File: src/gain_offset_pkg.sv
/*
  Constants, register map and gain table for the per-sample gain and offset
  correction bank. Assumes a single 10 MHz clock and a 14-bit signed sample stream.
*/
package gain_offset_pkg;

  // ----------------------------------------------------------------
  // register map: printed offsets are indices, byte address = 4 * index
  // ----------------------------------------------------------------
  localparam logic [5:0] cfg3_idx = 6'h03;
  localparam logic [5:0] conv6_even_idx = 6'h1c;
  localparam logic [5:0] conv7_odd_idx = 6'h1d;
  localparam logic [5:0] conv7_even_idx = 6'h1e;
  localparam logic [5:0] conv8_odd_idx = 6'h1f;
  localparam int addr_w = 8;
  localparam logic [15:0] reg_reset = 16'h0000;

  // ----------------------------------------------------------------
  // field layout
  // ----------------------------------------------------------------
  localparam int gain_msb = 15;
  localparam int gain_lsb = 11;
  localparam int offset_msb = 9;
  localparam int offset_lsb = 0;
  localparam int gain_en_bit = 12;
  localparam int offset_en_bit = 8;
  localparam logic [15:0] cfg3_mask = 16'h1100;

  // ----------------------------------------------------------------
  // stream and datapath
  // ----------------------------------------------------------------
  localparam int sample_w = 14;
  localparam int coef_frac = 14;
  localparam int pipe_cycles = 2;
  localparam logic [1:0] conv6_sel = 2'h0;
  localparam logic [1:0] conv7_sel = 2'h1;
  localparam logic [1:0] conv8_sel = 2'h2;

  // linear gain 10^(N*0.01) with 14 fractional bits
  localparam logic [15:0] gain_table [32] = '{
    16'h4000, 16'h417e, 16'h4304, 16'h4494, 16'h462d, 16'h47cf, 16'h497b, 16'h4b32,
    16'h4cf2, 16'h4ebd, 16'h5092, 16'h5273, 16'h545e, 16'h5655, 16'h5858, 16'h5a67,
    16'h5c82, 16'h5eaa, 16'h60de, 16'h6320, 16'h656f, 16'h67cc, 16'h6a37, 16'h6cb0,
    16'h6f38, 16'h71cf, 16'h7476, 16'h772c, 16'h79f3, 16'h7cca, 16'h7fb2, 16'h82ac
  };

endpackage

File: src/correction_cfg_if.sv
/*
  Carrier for the settings chosen for one incoming sample, from the register
  bank to the correction datapath. Assumes both ends share the one clock.
*/
`timescale 1ns/1ps
interface correction_cfg_if;
  logic [4:0] gain_code;
  logic [9:0] offset;
  logic gain_on;
  logic offset_on;

  modport bank (output gain_code, offset, gain_on, offset_on);
  modport datapath (input gain_code, offset, gain_on, offset_on);
endinterface

File: src/adc_sample_gain_offset_regs.sv
/*
  Gain and offset register bank for four sample streams with its correction
  datapath. Assumes an Avalon-MM master with byte addresses and one clock.
*/
// Decided for this implementation: register access over Avalon-MM.
`timescale 1ns/1ps
module adc_sample_gain_offset_regs
  import gain_offset_pkg::*;
(
  input wire logic clock,
  input wire logic rst_b,
  input wire logic [addr_w-1:0] address,
  input wire logic read,
  input wire logic write,
  input wire logic [31:0] writedata,
  input wire logic [3:0] byteenable,
  output logic [31:0] readdata,
  output logic waitrequest,
  input wire logic [sample_w-1:0] sample_in,
  input wire logic sample_valid,
  input wire logic [1:0] sample_conv,
  input wire logic sample_odd,
  output logic [sample_w-1:0] sample_out,
  output logic sample_out_valid
);

  logic [15:0] gain_offset_conv6_even_q;
  logic [15:0] gain_offset_conv7_odd_q;
  logic [15:0] gain_offset_conv7_even_q;
  logic [15:0] gain_offset_conv8_odd_q;
  logic [15:0] cfg3_q;
  logic waitrequest_q;
  logic [31:0] readdata_q;
  logic [15:0] rd_word;
  logic [15:0] sel_reg;
  logic sel_hit;
  logic access_done;
  logic wr_cfg3;
  logic wr_conv6_even;
  logic wr_conv7_odd;
  logic wr_conv7_even;
  logic wr_conv8_odd;

  correction_cfg_if cfg_bus ();

  function automatic logic [15:0] merge(input logic [15:0] old, input logic [31:0] wd,
                                        input logic [3:0] be);
    merge = {be[1] ? wd[15:8] : old[15:8], be[0] ? wd[7:0] : old[7:0]};
  endfunction

  // a register answers only to its own aligned word address
  function automatic logic word_match(input logic [addr_w-1:0] a, input logic [5:0] idx);
    word_match = (a[1:0] == 2'h0) && (a[addr_w-1:2] == idx);
  endfunction

  // ----------------------------------------------------------------
  // bus slave: one wait state on every access
  // ----------------------------------------------------------------
  assign access_done = (read || write) && !waitrequest_q;

  always_ff @(posedge clock or negedge rst_b) begin
    if (!rst_b) begin
      waitrequest_q <= 1'b1;
    end else if ((read || write) && waitrequest_q) begin
      waitrequest_q <= 1'b0;
    end else begin
      waitrequest_q <= 1'b1;
    end
  end

  // unmapped and misaligned words read as zero
  always_comb begin
    rd_word = 16'h0000;
    if (word_match(address, cfg3_idx)) begin
      rd_word = cfg3_q;
    end
    if (word_match(address, conv6_even_idx)) begin
      rd_word = gain_offset_conv6_even_q;
    end
    if (word_match(address, conv7_odd_idx)) begin
      rd_word = gain_offset_conv7_odd_q;
    end
    if (word_match(address, conv7_even_idx)) begin
      rd_word = gain_offset_conv7_even_q;
    end
    if (word_match(address, conv8_odd_idx)) begin
      rd_word = gain_offset_conv8_odd_q;
    end
  end

  // captured when the request is first seen, so it stands in the answer cycle
  always_ff @(posedge clock or negedge rst_b) begin
    if (!rst_b) begin
      readdata_q <= '0;
    end else if (read && waitrequest_q) begin
      readdata_q <= {16'h0000, rd_word};
    end
  end

  assign readdata = readdata_q;
  assign waitrequest = waitrequest_q;

  // ----------------------------------------------------------------
  // registers
  // ----------------------------------------------------------------
  // a write lands only at the edge where the master sees waitrequest low
  assign wr_cfg3 = access_done && write && word_match(address, cfg3_idx);
  assign wr_conv6_even = access_done && write && word_match(address, conv6_even_idx);
  assign wr_conv7_odd = access_done && write && word_match(address, conv7_odd_idx);
  assign wr_conv7_even = access_done && write && word_match(address, conv7_even_idx);
  assign wr_conv8_odd = access_done && write && word_match(address, conv8_odd_idx);

  always_ff @(posedge clock or negedge rst_b) begin
    if (!rst_b) begin
      cfg3_q <= reg_reset;
    end else if (wr_cfg3) begin
      cfg3_q <= merge(cfg3_q, writedata, byteenable) & cfg3_mask;
    end
  end

  // bit 10 is kept as written and steers nothing
  always_ff @(posedge clock or negedge rst_b) begin
    if (!rst_b) begin
      gain_offset_conv6_even_q <= reg_reset;
    end else if (wr_conv6_even) begin
      gain_offset_conv6_even_q <= merge(gain_offset_conv6_even_q, writedata, byteenable);
    end
  end

  always_ff @(posedge clock or negedge rst_b) begin
    if (!rst_b) begin
      gain_offset_conv7_odd_q <= reg_reset;
    end else if (wr_conv7_odd) begin
      gain_offset_conv7_odd_q <= merge(gain_offset_conv7_odd_q, writedata, byteenable);
    end
  end

  always_ff @(posedge clock or negedge rst_b) begin
    if (!rst_b) begin
      gain_offset_conv7_even_q <= reg_reset;
    end else if (wr_conv7_even) begin
      gain_offset_conv7_even_q <= merge(gain_offset_conv7_even_q, writedata, byteenable);
    end
  end

  always_ff @(posedge clock or negedge rst_b) begin
    if (!rst_b) begin
      gain_offset_conv8_odd_q <= reg_reset;
    end else if (wr_conv8_odd) begin
      gain_offset_conv8_odd_q <= merge(gain_offset_conv8_odd_q, writedata, byteenable);
    end
  end

  // ----------------------------------------------------------------
  // per-sample selection
  // ----------------------------------------------------------------
  // streams without a register here pass through uncorrected
  always_comb begin
    sel_reg = reg_reset;
    sel_hit = 1'b0;
    if (sample_conv == conv6_sel && !sample_odd) begin
      sel_reg = gain_offset_conv6_even_q;
      sel_hit = 1'b1;
    end else if (sample_conv == conv7_sel && sample_odd) begin
      sel_reg = gain_offset_conv7_odd_q;
      sel_hit = 1'b1;
    end else if (sample_conv == conv7_sel && !sample_odd) begin
      sel_reg = gain_offset_conv7_even_q;
      sel_hit = 1'b1;
    end else if (sample_conv == conv8_sel && sample_odd) begin
      sel_reg = gain_offset_conv8_odd_q;
      sel_hit = 1'b1;
    end
  end

  assign cfg_bus.gain_code = sel_reg[gain_msb:gain_lsb];
  assign cfg_bus.offset = sel_reg[offset_msb:offset_lsb];
  assign cfg_bus.gain_on = sel_hit && cfg3_q[gain_en_bit];
  assign cfg_bus.offset_on = sel_hit && cfg3_q[offset_en_bit];

  correction_datapath u_correction_datapath (
    .clock(clock),
    .rst_b(rst_b),
    .cfg(cfg_bus),
    .sample_in(sample_in),
    .sample_valid(sample_valid),
    .sample_out_q(sample_out),
    .sample_out_valid_q(sample_out_valid)
  );

endmodule

File: src/correction_datapath.sv
/*
  Two-stage offset subtract then gain scale, saturating to 14 bits.
  Assumes the settings on the carrier are valid in the cycle the sample is taken.
*/
`timescale 1ns/1ps
module correction_datapath
  import gain_offset_pkg::*;
(
  input wire logic clock,
  input wire logic rst_b,
  correction_cfg_if.datapath cfg,
  input wire logic [sample_w-1:0] sample_in,
  input wire logic sample_valid,
  output logic [sample_w-1:0] sample_out_q,
  output logic sample_out_valid_q
);

  logic signed [sample_w:0] diff_q;
  logic [15:0] coef_q;
  logic valid1_q;
  logic signed [sample_w+17:0] product;
  logic signed [sample_w+3:0] scaled;

  function automatic logic [sample_w-1:0] saturate(input logic signed [sample_w+3:0] v);
    logic signed [sample_w+3:0] hi;
    logic signed [sample_w+3:0] lo;
    hi = (sample_w+4)'(2 ** (sample_w - 1) - 1);
    lo = -(sample_w+4)'(2 ** (sample_w - 1));
    if (v > hi) begin
      saturate = hi[sample_w-1:0];
    end else if (v < lo) begin
      saturate = lo[sample_w-1:0];
    end else begin
      saturate = v[sample_w-1:0];
    end
  endfunction

  // ----------------------------------------------------------------
  // stage 1: offset
  // ----------------------------------------------------------------
  always_ff @(posedge clock or negedge rst_b) begin
    if (!rst_b) begin
      diff_q <= '0;
      coef_q <= gain_table[0];
      valid1_q <= 1'b0;
    end else begin
      valid1_q <= sample_valid;
      if (sample_valid) begin
        if (cfg.offset_on) begin
          // one offset unit is one sample lsb, sign extended
          diff_q <= {sample_in[sample_w-1], sample_in} - {{5{cfg.offset[9]}}, cfg.offset};
        end else begin
          diff_q <= {sample_in[sample_w-1], sample_in};
        end
        coef_q <= cfg.gain_on ? gain_table[cfg.gain_code] : gain_table[0];
      end
    end
  end

  // ----------------------------------------------------------------
  // stage 2: gain and saturation
  // ----------------------------------------------------------------
  assign product = diff_q * $signed({2'b00, coef_q});
  // round to nearest before dropping the fraction
  assign scaled = (sample_w+4)'((product + (sample_w+18)'(2 ** (coef_frac - 1))) >>> coef_frac);

  always_ff @(posedge clock or negedge rst_b) begin
    if (!rst_b) begin
      sample_out_q <= '0;
      sample_out_valid_q <= 1'b0;
    end else begin
      sample_out_valid_q <= valid1_q;
      if (valid1_q) begin
        sample_out_q <= saturate(scaled);
      end
    end
  end

endmodule

File: config.mk
export PLATFORM = sky130hd
export DESIGN_NAME = adc_sample_gain_offset_regs
export DESIGN_NICKNAME = d
export VERILOG_FILES = /design/src/gain_offset_pkg.sv /design/src/correction_cfg_if.sv /design/src/adc_sample_gain_offset_regs.sv /design/src/correction_datapath.sv
export SDC_FILE = /design/constraint.sdc
export NUM_CORES = 1
export LEC_CHECK = 0
export BUFFER_PORTS_ARGS = -buffer_cell sky130_fd_sc_hd__buf_2
export CELL_PAD_IN_SITES_DETAIL_PLACEMENT = 1
export CELL_PAD_IN_SITES_GLOBAL_PLACEMENT = 1
export CORE_MARGIN = 4
export CORE_UTILIZATION = 42
export CTS_CLUSTER_DIAMETER = 40
export DETAILED_ROUTE_END_ITERATION = 7
export PLACE_DENSITY = 0.73
export SLEW_MARGIN = 10
export SYNTH_ARGS = -nofsm -noshare
export SYNTH_HDL_FRONTEND = slang
export SYNTH_SLANG_ARGS = --single-unit
File: constraint.sdc
create_clock -name clock -period 14.9 [get_ports clock]
set_input_delay 1.49 -clock clock [delete_from_list [all_inputs] [get_ports clock]]
set_output_delay 1.49 -clock clock [all_outputs]
set_load 0.02 [all_outputs]
==> qor.yml <==
synth_cells: 1626
cts_max_level: 4
synth_edf_count: 0
cts_resized: 0
grt_max_degree: 81
p_int_uw: 743
fmax_mhz: 133
io_pins: 114
grt_pass1_vias: 12800
p_seq_frac: 0.357
die_x_um: 199
synth.distinct_cells: 76
antenna_found_initial: 2
synthArstFlopShare: 1.00
placed_cell_area_um2: 16000
ys_seq_area_frac: 0.212
drt-total-wl_um: 40800
worstSkewPairLatency_ns: 0.42
path_class: "register to register"
die_h_um: 199
clkSlewWorstSetupHoldPaths_ns: 0.07
rsz0062_at_grt: "no"
grt_usage: 0.211
area_growth_pct: 8.06
switching_share: 0.360
crit_fanout: 16
p_per_area_nw_per_um2: 70.0
drv_slew: 0
drtIter0Drc: 481
peakVddDrop_mv: 0.0857
cts_sinks: 130
finalClockSkew_ns: 0.0160
cts_setup_buffers: 0
cts-root-buf: "clkbuf_16"
synth_area_per_cell_um2: 9.43
post_drt_wl_per_cell_um: 19.2
viasPerCell: 5.53
syn_area_um2: 15300
dieArea_um2: 39600
start_util: 0.428
power_switching_uw: 417
drc: 0
dp_hpwl_um: 31100
yosysWarnings: 0
layout_common_cells: "229 x inv_1, 194 x nand2_1, 182 x fa_1"
ant_nets: 0
fin_crit_ns: 7.51
layout-drive-gt1-share: 0.133
final_common_cell: "inv_1"
cts_buffers: 17
core_um2: 35800
grt_overflow: 0
cts_tree: "built"
ys_ff_latch: 130
hold_class: "register to register"
critPathLaunchType: "register"
hold_viol_final: 0
ys.flop_type: "dfrtp_1"
num_vias: 11700
slew_headroom: 0.190
worst_pin_slew_ns: 1.21
grt_pass1_wl_um: 67200
fin_area_um2: 16600
ctsHoldBuffers: 0
io_buffer_count: 79
row_count: 69
p_comb_frac: 0.278
nNetsFinal: 2033
maxCapViolations: 0
report.final.setup_viol: 0
status: "completed"
first_pass_iters: 5
cp.required_ns: 15.24
cellLeakagePower_nw: 8.26
place_congestion: 0.858
cp-end-kind: "register"
clkPwrFrac: 0.364
fin_crit_sh: 0.504
finalSetupTns_ns: 0
clockBufferDepth: 2
worstPathArrival_ns: 7.85
## cell usage after synthesis (3+ instances only)
master	n	area, um2
a31oi_1	16	100
buf_1	5	18.8
a21oi_1	69	345
o31ai_1	3	22.5
ha_1	134	1680
and2_1	95	594
and3_1	4	25.0
dfrtp_1	128	3200
clkbuf_1	63	236
inv_1	229	860
nand3_1	9	45.0
nand4_1	4	25.0
o21ai_0	36	180
o2bb2ai_1	9	78.8
o211ai_1	11	82.6
o21ai_2	3	26.3
buf_2	7	35.0
a22o_1	17	149
nor2_1	84	315
a21o_1	11	82.6
o21ai_1	11	55.1
mux2_2	69	777
a22oi_1	9	67.6
nor3_1	20	100
or2_2	4	25.0
xnor2_1	19	166
nand2b_1	8	50.1
a21oi_2	12	105
or3_1	3	18.8
o21a_1	15	113
a211oi_1	14	105
buf_4	16	120
mux2i_1	36	360
fa_1	182	3640
a221oi_1	6	52.6
o221ai_1	10	87.6
nor2b_1	7	43.8
xor2_1	6	52.6
nand2_1	194	728
## power by group through the flow
| stage | combinational [mW] | sequential [mW] | clock [mW] |
|---|---|---|---|
| after floorplan | 0.222 | 0.426 | 0 |
| after global placement | 0.314 | 0.418 | 0 |
| after detailed placement | 0.324 | 0.420 | 0 |
| after CTS | 0.328 | 0.414 | 0.431 |
| after global routing | 0.365 | 0.420 | 0.446 |
| final | 0.323 | 0.414 | 0.423 |
## kinds of logic after synthesis
logic type,share of synthesized area
AOI/OAI and AO/OA,0.128
DFF,0.212
buffers and inverters,0.0855
xor gates and xnor gates,0.0153
muxes,0.0742
other,0.000245
and+or+nand+nor,0.138
adders and majority gates,0.347
## worst max-delay path, stage by stage, from the launching register on
cell and delay [ns]:
dfrtp_1 0.79, nand2_1 0.18, fa_1 0.55, fa_1 0.53
fa_1 0.55, inv_1 0.06, fa_1 0.50, fa_1 0.50
inv_1 0.06, fa_1 0.52, inv_1 0.04, ha_1 0.35
a2111oi_4 0.42, o211ai_1 0.17, a21oi_2 0.33, o211ai_1 0.20
a31oi_1 0.26, o21bai_1 0.12, xnor2_2 0.64, o32ai_4 0.40
a21oi_1 0.23
## cell type report
class / count / area (um2)
inverters: 230 / 863
repair buffers: 85 / 447
well taps: 461 / 577
clock buffers: 17 / 425
clock inverters: 15 / 166
multi-input cells: 1187 / 10800
flip-flops and latches: 130 / 3260
diodes: 1 / 2.50
fillers: 4084 / 19300
## routing by layer
metal | global-route usage | wire, um
met4 | 0.0638 | 1090
met3 | 0.0229 | 1060
met5 | 0 | 13
met1 | 0.286 | 18300
met2 | 0.357 | 20300
## flip-flops by register name, summed over array words and instances, names as in the netlist
| register | flops |
|---|---|
| gain_offset_conv6_even_q | 16 |
| u_correction_datapath.valid1_q | 1 |
| u_correction_datapath.sample_out_valid_q | 1 |
| u_correction_datapath.coef_q | 16 |
| cfg3_q | 2 |
| readdata | 16 |
| u_correction_datapath.sample_out_q | 14 |
| gain_offset_conv7_even_q | 16 |
| waitrequest | 1 |
| gain_offset_conv7_odd_q | 16 |
| u_correction_datapath.diff_q | 15 |
| gain_offset_conv8_odd_q | 16 |
## path summary, 6_finish.rpt
check | from | to | slack [ns] | depth (start not counted)
max in group asynchronous | rst_b | gain_offset_conv6_even_q[13]$_DFFE_PN0P_ | 12.46 | 2
max | u_correction_datapath.diff_q[0]$_DFFE_PN0P_ | u_correction_datapath.sample_out_q[0]$_DFFE_PN0P_ | 7.39 | 20
max reg2reg | u_correction_datapath.diff_q[0]$_DFFE_PN0P_ | u_correction_datapath.sample_out_q[0]$_DFFE_PN0P_ | 7.39 | 20
min reg2reg | readdata[11]$_DFFE_PN0P_ | readdata[11]$_DFFE_PN0P_ | 0.48 | 1
min in group asynchronous | rst_b | u_correction_datapath.sample_out_q[13]$_DFFE_PN0P_ | 1.02 | 1
min | readdata[11]$_DFFE_PN0P_ | readdata[11]$_DFFE_PN0P_ | 0.48 | 1
## through the flow
stage	utilization	setup slack, ns	power [mW]	cells	hold slack, ns
after CTS	0.463	7.39	1.17	2125	0.481
after global placement	0.446	7.56	0.733	2093	0.457
after floorplan	-	8.55	0.648	1641	0.349
after global routing	0.463	7.00	1.23	2126	0.506
after detailed placement	0.446	7.42	0.745	2093	0.465
final	0.463	7.39	1.16	2126	0.478
(Power assumes the default switching activity.)
